===== src/mhcrb_pkg.sv =====
// Constants shared by the miscellaneous host configuration register bank
`default_nettype none
package mhcrb_pkg;

	// ------------------------------------------------------------
	// Register offsets on the host port
	// ------------------------------------------------------------
	localparam int           ADDR_W          = 5;
	localparam int           DATA_W          = 16;
	localparam logic [4:0]   OFS_MISC        = 5'h0D;
	localparam logic [4:0]   OFS_TMR_LO      = 5'h0E;
	localparam logic [4:0]   OFS_TMR_HI      = 5'h0F;
	localparam logic [4:0]   OFS_DATA_PORT   = 5'h10;
	localparam logic [4:0]   OFS_GAP_ONE     = 5'h12;
	localparam logic [4:0]   OFS_GAP_TWO     = 5'h13;
	localparam logic [4:0]   OFS_MGMT        = 5'h14;
	localparam logic [4:0]   OFS_BUF_CFG     = 5'h15;
	localparam logic [4:0]   OFS_B2B_GAP     = 5'h16;

	// ------------------------------------------------------------
	// Reset values and writable masks
	// ------------------------------------------------------------
	localparam logic [7:0]   RST_MISC        = 8'h00;
	localparam logic [7:0]   RST_TMR_BYTE    = 8'hFF;
	localparam logic [7:0]   RST_GAP_ONE     = 8'h0C;
	localparam logic [7:0]   RST_GAP_TWO     = 8'h12;
	localparam logic [7:0]   RST_MGMT        = 8'h00;
	localparam logic [7:0]   RST_BUF_CFG     = 8'h00;
	localparam logic [7:0]   RST_B2B_GAP     = 8'h15;
	localparam logic [15:0]  RST_WORD        = 16'h0000;
	localparam logic [7:0]   MSK_MISC        = 8'h07;
	localparam logic [7:0]   MSK_GAP         = 8'h7F;
	localparam logic [7:0]   MSK_MGMT        = 8'hBB;
	localparam logic [7:0]   MSK_BUF_CFG     = 8'h77;

	// ------------------------------------------------------------
	// Field positions
	// ------------------------------------------------------------
	localparam int           B_TMR_EN        = 2;
	localparam int           B_BURST_SEL     = 1;
	localparam int           B_TX_RING       = 0;
	localparam int           B_EE_CLK        = 7;
	localparam int           B_EE_SAMPLE     = 6;
	localparam int           B_EE_DRIVE      = 5;
	localparam int           B_EE_SEL        = 4;
	localparam int           B_MD_DRIVE      = 3;
	localparam int           B_MD_SAMPLE     = 2;
	localparam int           B_DIR_IN        = 1;
	localparam int           B_MDC           = 0;
	localparam int           B_WAKE_IRQ_EN   = 6;
	localparam int           B_IRQ_PP        = 5;
	localparam int           B_IRQ_POLARITY       = 4;
	localparam int           B_WAKE_PULSE    = 2;
	localparam int           B_WAKE_PP       = 1;
	localparam int           B_WAKE_POL      = 0;

	// ------------------------------------------------------------
	// Ring, gap and timing constants
	// ------------------------------------------------------------
	localparam logic [7:0]   TX_RING_FIRST   = 8'h40;
	localparam logic [15:0]  DMA_STEP        = 16'h0002;
	localparam logic [9:0]   GAP_BIT_BIAS    = 10'h00C;
	localparam int           CLK_PERIOD_NS   = 40;
	localparam int           WAKE_PULSE_MS   = 60;
	localparam int           WAKE_PULSE_CYC  =
		(WAKE_PULSE_MS * 1000000) / CLK_PERIOD_NS;

	// Wake indication sequencer
	typedef enum logic [1:0] {
		WK_IDLE  = 2'b00,
		WK_PULSE = 2'b01,
		WK_HOLD  = 2'b10
	} mhcrb_wake_e;

endpackage
`default_nettype wire


===== src/mhcrb_regs.sv =====
// Miscellaneous host configuration register bank with pin control
`default_nettype none

module mhcrb_regs #(
	parameter int WAKE_CYC = mhcrb_pkg::WAKE_PULSE_CYC
) (
	// Clock, reset and freeze
	input  wire logic                          clk,
	input  wire logic                          rst_b,
	input  wire logic                          ce,
	// Host port, active-low strobes
	input  wire logic                          host_cs_b,
	input  wire logic                          host_rd_b,
	input  wire logic                          host_wr_b,
	input  wire logic [mhcrb_pkg::ADDR_W-1:0]  host_addr,
	input  wire logic [mhcrb_pkg::DATA_W-1:0]  host_wdata,
	output var  logic [mhcrb_pkg::DATA_W-1:0]  host_rdata,
	// Burst stepping line
	output var  logic                          burst_addr_line,
	// Packet memory through the data port
	input  wire logic                          dma_load,
	input  wire logic [15:0]                   dma_load_addr,
	input  wire logic [7:0]                    rx_ring_start_page,
	input  wire logic [15:0]                   dp_rd_data,
	output var  logic [15:0]                   dma_addr,
	output var  logic [15:0]                   dp_wr_data,
	output var  logic                          dp_wr_stb,
	output var  logic                          dp_rd_stb,
	// General-purpose timer
	output var  logic                          gp_timer_expire,
	// MAC gap settings
	output var  logic [6:0]                    gap_segment_one,
	output var  logic [6:0]                    gap_segment_two,
	output var  logic [6:0]                    back_to_back_gap_code,
	output var  logic [9:0]                    back_to_back_gap_bits,
	// EEPROM pins
	output var  logic                          eeprom_clk,
	output var  logic                          eeprom_cs,
	input  wire logic                          eeprom_data_in,
	output var  logic                          eeprom_data_out,
	output var  logic                          eeprom_data_oe,
	// PHY management
	output var  logic                          mdc,
	input  wire logic                          mdio_in,
	output var  logic                          mdio_out,
	output var  logic                          mdio_oe,
	// Interrupt and wake event sources and pins
	input  wire logic                          irq_req,
	input  wire logic                          wake_event,
	input  wire logic                          wake_clear,
	output var  logic                          irq_out,
	output var  logic                          irq_oe,
	output var  logic                          wake_out,
	output var  logic                          wake_oe
);
	import mhcrb_pkg::*;

	// ------------------------------------------------------------
	// Register storage
	// ------------------------------------------------------------
	logic [7:0]  misc_control_ff;
	logic [7:0]  gp_timer_low_byte_ff;
	logic [7:0]  gp_timer_high_byte_ff;
	logic [7:0]  gap_segment_one_ff;
	logic [7:0]  gap_segment_two_ff;
	logic [7:0]  serial_mgmt_bitbang_reg_ff;
	logic [7:0]  output_buffer_config_reg_ff;
	logic [7:0]  back_to_back_gap_ff;
	logic        wr_seen_ff;
	logic        rd_seen_ff;
	logic        wr_take;
	logic        rd_take;
	logic        rd_act;
	logic [15:0] rdata_ff;
	logic [15:0] nxt_rdata;

	// Offset decode, shared by write and read paths
	function automatic logic hit(
		input logic [ADDR_W-1:0] a,
		input logic [ADDR_W-1:0] ofs
	);
		hit = (a == ofs);
	endfunction

	// Masked byte write: reserved bits stay zero
	function automatic logic [7:0] wbyte(
		input logic [7:0] d,
		input logic [7:0] m
	);
		wbyte = d & m;
	endfunction

	// ------------------------------------------------------------
	// Host strobe handling
	// ------------------------------------------------------------
	// A long strobe counts once, so the data port moves one word
	assign rd_act  = ~host_cs_b & ~host_rd_b;
	assign wr_take = ~host_cs_b & ~host_wr_b & ~wr_seen_ff;
	assign rd_take = rd_act & ~rd_seen_ff;

	// Strobe history
	always_ff @(posedge clk or negedge rst_b) begin
		if (!rst_b) begin
			wr_seen_ff <= 1'b0;
			rd_seen_ff <= 1'b0;
		end else if (ce) begin
			wr_seen_ff <= ~host_cs_b & ~host_wr_b;
			rd_seen_ff <= rd_act;
		end
	end

	// ------------------------------------------------------------
	// Register writes
	// ------------------------------------------------------------
	// Configuration bytes, low lane of the write data
	always_ff @(posedge clk or negedge rst_b) begin
		if (!rst_b) begin
			misc_control_ff             <= RST_MISC;
			gp_timer_low_byte_ff        <= RST_TMR_BYTE;
			gp_timer_high_byte_ff       <= RST_TMR_BYTE;
			gap_segment_one_ff          <= RST_GAP_ONE;
			gap_segment_two_ff          <= RST_GAP_TWO;
			serial_mgmt_bitbang_reg_ff  <= RST_MGMT;
			output_buffer_config_reg_ff <= RST_BUF_CFG;
			back_to_back_gap_ff         <= RST_B2B_GAP;
		end else if (ce && wr_take) begin
			if (hit(host_addr, OFS_MISC)) begin
				misc_control_ff <= wbyte(host_wdata[7:0], MSK_MISC);
			end
			if (hit(host_addr, OFS_TMR_LO)) begin
				gp_timer_low_byte_ff <= host_wdata[7:0];
			end
			if (hit(host_addr, OFS_TMR_HI)) begin
				gp_timer_high_byte_ff <= host_wdata[7:0];
			end
			if (hit(host_addr, OFS_GAP_ONE)) begin
				gap_segment_one_ff <= wbyte(host_wdata[7:0], MSK_GAP);
			end
			if (hit(host_addr, OFS_GAP_TWO)) begin
				gap_segment_two_ff <= wbyte(host_wdata[7:0], MSK_GAP);
			end
			if (hit(host_addr, OFS_MGMT)) begin
				// Sample bits are not stored, they come from the pins
				serial_mgmt_bitbang_reg_ff <= wbyte(host_wdata[7:0], MSK_MGMT);
			end
			if (hit(host_addr, OFS_BUF_CFG)) begin
				output_buffer_config_reg_ff <=
					wbyte(host_wdata[7:0], MSK_BUF_CFG);
			end
			if (hit(host_addr, OFS_B2B_GAP)) begin
				back_to_back_gap_ff <= wbyte(host_wdata[7:0], MSK_GAP);
			end
		end
	end

	// ------------------------------------------------------------
	// Register reads
	// ------------------------------------------------------------
	// Read mux; unmapped offsets answer zero
	always_comb begin
		nxt_rdata = RST_WORD;
		if (hit(host_addr, OFS_MISC)) begin
			nxt_rdata[7:0] = misc_control_ff;
		end else if (hit(host_addr, OFS_TMR_LO)) begin
			nxt_rdata[7:0] = gp_timer_low_byte_ff;
		end else if (hit(host_addr, OFS_TMR_HI)) begin
			nxt_rdata[7:0] = gp_timer_high_byte_ff;
		end else if (hit(host_addr, OFS_DATA_PORT)) begin
			nxt_rdata = dp_rd_data;
		end else if (hit(host_addr, OFS_GAP_ONE)) begin
			nxt_rdata[7:0] = gap_segment_one_ff;
		end else if (hit(host_addr, OFS_GAP_TWO)) begin
			nxt_rdata[7:0] = gap_segment_two_ff;
		end else if (hit(host_addr, OFS_MGMT)) begin
			nxt_rdata[7:0] = serial_mgmt_bitbang_reg_ff;
			nxt_rdata[B_EE_SAMPLE] = eeprom_data_in;
			nxt_rdata[B_MD_SAMPLE] = mdio_in;
		end else if (hit(host_addr, OFS_BUF_CFG)) begin
			nxt_rdata[7:0] = output_buffer_config_reg_ff;
		end else if (hit(host_addr, OFS_B2B_GAP)) begin
			nxt_rdata[7:0] = back_to_back_gap_ff;
		end
	end

	// Read data follows the address while the read strobe is low
	always_ff @(posedge clk or negedge rst_b) begin
		if (!rst_b) begin
			rdata_ff <= RST_WORD;
		end else if (ce && rd_act) begin
			rdata_ff <= nxt_rdata;
		end
	end
	assign host_rdata = rdata_ff;

	// ------------------------------------------------------------
	// Burst address base
	// ------------------------------------------------------------
	logic burst_line_ff;

	// Chosen host address line for burst stepping
	always_ff @(posedge clk or negedge rst_b) begin
		if (!rst_b) begin
			burst_line_ff <= 1'b0;
		end else if (ce) begin
			burst_line_ff <= misc_control_ff[B_BURST_SEL] ?
				host_addr[1] : host_addr[0];
		end
	end
	assign burst_addr_line = burst_line_ff;

	// ------------------------------------------------------------
	// Data port and remote DMA address
	// ------------------------------------------------------------
	logic [15:0] dma_addr_ff;
	logic [15:0] nxt_dma_addr;
	logic [15:0] dp_wr_data_ff;
	logic        dp_wr_stb_ff;
	logic        dp_rd_stb_ff;
	logic        dp_wr_hit;
	logic        dp_rd_hit;

	assign dp_wr_hit = wr_take & hit(host_addr, OFS_DATA_PORT);
	assign dp_rd_hit = rd_take & hit(host_addr, OFS_DATA_PORT);

	// Next word address; only writes wrap, reads roll over freely
	always_comb begin
		nxt_dma_addr = dma_addr_ff + DMA_STEP;
		if (dp_wr_hit && misc_control_ff[B_TX_RING] &&
		    nxt_dma_addr[15:8] == rx_ring_start_page) begin
			nxt_dma_addr = {TX_RING_FIRST, 8'h00};
		end
	end

	// Pointer; with the ring off it steps through all memory
	always_ff @(posedge clk or negedge rst_b) begin
		if (!rst_b) begin
			dma_addr_ff <= RST_WORD;
		end else if (ce) begin
			if (dma_load) begin
				dma_addr_ff <= dma_load_addr;
			end else if (dp_wr_hit || dp_rd_hit) begin
				dma_addr_ff <= nxt_dma_addr;
			end
		end
	end

	// Word strobes toward the packet memory
	always_ff @(posedge clk or negedge rst_b) begin
		if (!rst_b) begin
			dp_wr_data_ff <= RST_WORD;
			dp_wr_stb_ff  <= 1'b0;
			dp_rd_stb_ff  <= 1'b0;
		end else if (ce) begin
			dp_wr_stb_ff <= dp_wr_hit;
			dp_rd_stb_ff <= dp_rd_hit;
			if (dp_wr_hit) begin
				dp_wr_data_ff <= host_wdata;
			end
		end
	end
	assign dma_addr   = dma_addr_ff;
	assign dp_wr_data = dp_wr_data_ff;
	assign dp_wr_stb  = dp_wr_stb_ff;
	assign dp_rd_stb  = dp_rd_stb_ff;

	// ------------------------------------------------------------
	// General-purpose timer
	// ------------------------------------------------------------
	logic [15:0] tmr_cnt_ff;
	logic        tmr_exp_ff;
	logic [15:0] tmr_reload;

	assign tmr_reload = {gp_timer_high_byte_ff, gp_timer_low_byte_ff};

	// Down counter; a new reload takes effect at the next wrap
	always_ff @(posedge clk or negedge rst_b) begin
		if (!rst_b) begin
			tmr_cnt_ff <= {RST_TMR_BYTE, RST_TMR_BYTE};
			tmr_exp_ff <= 1'b0;
		end else if (ce) begin
			tmr_exp_ff <= 1'b0;
			if (!misc_control_ff[B_TMR_EN]) begin
				tmr_cnt_ff <= tmr_reload;
			end else if (tmr_cnt_ff == RST_WORD) begin
				tmr_cnt_ff <= tmr_reload;
				tmr_exp_ff <= 1'b1;
			end else begin
				tmr_cnt_ff <= tmr_cnt_ff - 16'h0001;
			end
		end
	end
	assign gp_timer_expire = tmr_exp_ff;

	// ------------------------------------------------------------
	// Gap settings toward the MAC
	// ------------------------------------------------------------
	logic [9:0] gap_bits_ff;

	// Bit times are four per code step plus a fixed bias
	always_ff @(posedge clk or negedge rst_b) begin
		if (!rst_b) begin
			gap_bits_ff <= 10'h060;
		end else if (ce) begin
			gap_bits_ff <= {1'b0, back_to_back_gap_ff[6:0], 2'b00}
				+ GAP_BIT_BIAS;
		end
	end
	assign gap_segment_one       = gap_segment_one_ff[6:0];
	assign gap_segment_two       = gap_segment_two_ff[6:0];
	assign back_to_back_gap_code = back_to_back_gap_ff[6:0];
	assign back_to_back_gap_bits = gap_bits_ff;

	// ------------------------------------------------------------
	// Bit-banged EEPROM and management pins
	// ------------------------------------------------------------
	// Pins follow the stored bits directly, no extra delay
	assign eeprom_clk      = serial_mgmt_bitbang_reg_ff[B_EE_CLK];
	assign eeprom_cs       = serial_mgmt_bitbang_reg_ff[B_EE_SEL];
	assign eeprom_data_out = serial_mgmt_bitbang_reg_ff[B_EE_DRIVE];
	assign mdio_out        = serial_mgmt_bitbang_reg_ff[B_MD_DRIVE];
	assign mdc             = serial_mgmt_bitbang_reg_ff[B_MDC];
	// One direction bit serves both data lines
	assign eeprom_data_oe  = ~serial_mgmt_bitbang_reg_ff[B_DIR_IN];
	assign mdio_oe         = ~serial_mgmt_bitbang_reg_ff[B_DIR_IN];

	// ------------------------------------------------------------
	// Wake indication
	// ------------------------------------------------------------
	mhcrb_wake_e  wake_st_ff;
	logic [20:0]  wake_cnt_ff;
	logic         wake_act;
	localparam logic [20:0] WAKE_LAST = 21'(WAKE_CYC - 1);

	// Static mode holds until cleared; a new event beats the clear
	always_ff @(posedge clk or negedge rst_b) begin
		if (!rst_b) begin
			wake_st_ff  <= WK_IDLE;
			wake_cnt_ff <= '0;
		end else if (ce) begin
			case (wake_st_ff)
				WK_IDLE: begin
					wake_cnt_ff <= '0;
					if (wake_event) begin
						wake_st_ff <= output_buffer_config_reg_ff[B_WAKE_PULSE] ?
							WK_PULSE : WK_HOLD;
					end
				end
				WK_PULSE: begin
					wake_cnt_ff <= wake_cnt_ff + 21'h000001;
					if (wake_cnt_ff == WAKE_LAST) begin
						wake_st_ff <= WK_IDLE;
					end
				end
				WK_HOLD: begin
					if (wake_clear && !wake_event) begin
						wake_st_ff <= WK_IDLE;
					end
				end
				default: begin
					wake_st_ff <= WK_IDLE;
				end
			endcase
		end
	end
	assign wake_act = (wake_st_ff != WK_IDLE);

	// ------------------------------------------------------------
	// Output buffer drive
	// ------------------------------------------------------------
	logic irq_out_ff;
	logic irq_oe_ff;
	logic wake_out_ff;
	logic wake_oe_ff;
	logic irq_act;

	// Wake joins the interrupt only when enabled
	assign irq_act = irq_req |
		(output_buffer_config_reg_ff[B_WAKE_IRQ_EN] & wake_act);

	// Open-drain pulls low when active; push-pull honours polarity
	always_ff @(posedge clk or negedge rst_b) begin
		if (!rst_b) begin
			irq_out_ff  <= 1'b0;
			irq_oe_ff   <= 1'b0;
			wake_out_ff <= 1'b0;
			wake_oe_ff  <= 1'b0;
		end else if (ce) begin
			if (output_buffer_config_reg_ff[B_IRQ_PP]) begin
				irq_oe_ff  <= 1'b1;
				irq_out_ff <= irq_act ~^
					output_buffer_config_reg_ff[B_IRQ_POLARITY];
			end else begin
				irq_oe_ff  <= irq_act;
				irq_out_ff <= 1'b0;
			end
			if (output_buffer_config_reg_ff[B_WAKE_PP]) begin
				wake_oe_ff  <= 1'b1;
				wake_out_ff <= wake_act ~^
					output_buffer_config_reg_ff[B_WAKE_POL];
			end else begin
				wake_oe_ff  <= wake_act;
				wake_out_ff <= 1'b0;
			end
		end
	end
	assign irq_out  = irq_out_ff;
	assign irq_oe   = irq_oe_ff;
	assign wake_out = wake_out_ff;
	assign wake_oe  = wake_oe_ff;

endmodule
`default_nettype wire


===== config.mk =====
export PLATFORM = sky130hd
export DESIGN_NAME = mhcrb_regs
export DESIGN_NICKNAME = d
export VERILOG_FILES = /design/src/mhcrb_pkg.sv /design/src/mhcrb_regs.sv
export SDC_FILE = /design/constraint.sdc
export NUM_CORES = 1
export LEC_CHECK = 0
export ABC_CLOCK_PERIOD_IN_PS = 2500
export BUFFER_PORTS_ARGS = -buffer_cell sky130_fd_sc_hd__buf_2
export CORE_ASPECT_RATIO = 0.7
export CORE_MARGIN = 3
export CORE_UTILIZATION = 50
export DETAILED_ROUTE_END_ITERATION = 12
export PLACE_DENSITY = 0.84
export SLEW_MARGIN = 15
export SYNTH_ARGS = -nofsm -noshare
export SYNTH_HDL_FRONTEND = slang
export SYNTH_SLANG_ARGS = --single-unit

===== constraint.sdc =====
create_clock -name clk -period 2.5 [get_ports clk]
set_input_delay 0.125 -clock clk [delete_from_list [all_inputs] [get_ports clk]]
set_output_delay 0.125 -clock clk [all_outputs]
set_load 0.1 [all_outputs]

==> metrics.txt <==
status complete, no violations; minimum clock period 2.39 ns; num ports 167; RSZ-0062 raised after global routing yes; final WL 24.8 mm; Post-CTS Repair Setup Buffers 0; Setup TNS 0 ns; via count 7,608; worst-margin pin slew 0.808 ns; min-delay worst type primary input to flop; Post-synth EDFFs 0; total power 0.00785 W; Top FF cell, synth dfrtp_1; cell area power density 758 nW/um2; first-pass iteration count of the detailed router 6; Initial Util 0.515; crit path cell chain buf_4 > and3_1 > and3_4 > or3_1 > o2bb2ai_1 > nor4b_4 > buf_4 > o31ai_1; FF-to-FF setup slack 0.11 ns; CTS Buf Count 17; share of layout cells above drive strength 1 0.369; Tot GR Track Use 0.278; via-per-instance ratio 6.17; sinks on the clock net 157; number of global-route vias before repair 7,125; Avg Inst Size Synth 10.1 um2; CP max-delay cell dfrtp_4; cell count after synthesis 801; CP dominant cell by count buf_4; Largest stage delay, worst path 0.49 ns; Final period util 0.957; Root Buffer clkbuf_16; Crit. Startpoint dma_addr[2]; DRC Markers 0; DPL Wire Length 17.1 mm; Die ar. 17,700 um2; Area growth syn-to-layout 28.6%; ANT nets after route 0; global-route wire length before repair 38.7 mm; FP Rows 38; Slew Limit Fails 0; CTS clock-pin slew for the worst setup and hold paths 0.07 ns; Clock Path Buffers 2; skew final 0.0102 ns; VDD IR max 0.468 mV; core footprint 15,600 um2; Die Width 158 um; Peak Freq 0.418 GHz; Synth warnings 0; CTS tree done; Post-synth ARST share 1.00; Final setup violation count 0; Critical Path Sink Type flop; post-layout util 0.662; Slew Limit Headroom 0.461; DR iter-0 viols 1,141; RR Startpoint dma_addr[2]; critical path peak fanout 6; library cells used by synthesis 71; arrival time worst endpoint 2.69 ns; Lkg Pwr 4.73 nW; H-tree depth 4; Hold WS 0.0264 ns; Final Wtd Congestion 0.938; synthesized area 8050 um2; startpoint types flop; largest net degree at the start of global routing 70; drt wl/cell 20.1 um; antenna violations before repair 1; die height 112 um; GRT overflow 0; post-synthesis register bit count 157; crit path kind flop to flop; most common cell after layout, fill and taps aside buf_2; nets 1,097; Buffers on Ports 164; Final Hold Fails 0; clk_lat worst skew 0.43 ns; maxcap violations 0; sequential area share after synthesis 0.494; hold path start host_wdata[7]; commonest cells after routing, fill and taps aside buf_2, dfrtp_1, nand2_1, mux2_2, nor2_1; worst path required time 2.80 ns
[power breakdown]
| group | leakage, nW | switching [W] | total (W) | internal [W] |
|---|---|---|---|---|
| clock network | 0.308 | 0.00117 | 0.00281 | 0.00164 |
| registers | 1.93 | 0.000178 | 0.00296 | 0.00279 |
| logic | 2.49 | 0.00154 | 0.00207 | 0.000531 |
[registers in the layout (all words and copies together) (netlist names), 2 cells and up]
name	count
output_buffer_config_reg_ff	6
wake_cnt_ff	21
gap_segment_two_ff	7
dma_addr	16
host_rdata	16
back_to_back_gap_ff	7
wake_st_ff	2
gp_timer_low_byte_ff	8
misc_control_ff	3
serial_mgmt_bitbang_reg_ff	6
gp_timer_high_byte_ff	8
gap_segment_one_ff	7
back_to_back_gap_bits	8
tmr_cnt_ff	16
dp_wr_data	16
[stage by stage]
step | setup slack [ns] | cell area (um2) | cells
floorplan | -0.281 | 8100 | 802
global placement | 0.0599 | 9330 | 1164
detailed placement | -0.0846 | 9330 | 1164
CTS | 0.0182 | 10300 | 1231
global route | -0.0142 | 10400 | 1233
finish | 0.108 | 10400 | 1233
[critical path, delay by kind of cell (launching register included)]
kind	cells	cell delay, ns
AND/OR/NAND/NOR	4	1.15
flip-flops	1	0.49
buffers and inverters	2	0.38
AO/OA/AOI/OAI	2	0.23
[synthesized netlist by cell type, types with 18 or more instances]
cell / n / share of area
o21ai_0: 49 / 0.030
clkbuf_1: 31 / 0.014
nand2_1: 83 / 0.039
xor2_1: 19 / 0.021
a22oi_1: 22 / 0.021
a21oi_1: 34 / 0.021
nor3_1: 18 / 0.011
nand3_1: 41 / 0.025
nor2_1: 62 / 0.029
inv_1: 20 / 0.0093
dfstp_2: 41 / 0.13
mux2_2: 70 / 0.098
dfrtp_1: 116 / 0.36
[path summary, 6_finish.rpt]
path / end / cells after the start
worst max-delay path: dma_addr[1] / 8
worst min-delay path: gp_timer_high_byte_ff[7] / 2
worst max register to register: dma_addr[1] / 8
worst min register to register: host_rdata[10] / 2
max in group asynchronous: tmr_cnt_ff[4] / 3
min in group asynchronous: host_rdata[8] / 2
[metal layers]
layer / track usage / part of all wire / wire length [um] / vias up
met5: 0 / 0 / 0 / -
met4: 0.103 / 0.034 / 842 / 0
met3: 0.0724 / 0.11 / 2730 / 76
met2: 0.398 / 0.44 / 10800 / 496
met1: 0.409 / 0.42 / 10300 / 3676
li1: - / - / - / 3360
[layout make-up]
class                   instances  area [um2]
flip-flops and latches        157        4010
well taps                     200         250
inverters                      20        75.1
clock inverters                14         201
fillers                      1163        5290
diodes                          1        2.50
multi-input cells             583        3860
repair buffers                240        1510
clock buffers                  18         439
[kinds of logic (layout without fill, tap and decap cells)]
group                    Yosys count  count (layout)  share of synthesized area
AO/OA/AOI/OAI                    190             190                      0.153
adder cells (fa/ha/maj)            5               5                    0.00777
multiplexers                      75              75                      0.104
flip-flops                       157             157                      0.494
other                              1               3                   0.000466
AND/OR/NAND/NOR                  281             281                      0.175
XOR/XNOR                          30              30                     0.0326
buffers and inverters             62             292                     0.0325
[timing repair]
action / 4_1_cts / 5_1_grt
endpoints found under the setup margin: 6 / 16
pin swaps: 0 / 3
hold buffers: 35 / 0
cloned: 0 / 1
hold endpoints to repair: 73 / 0
resized for setup: 2 / 5
Note: power is estimated with default switching activity, not from simulation.
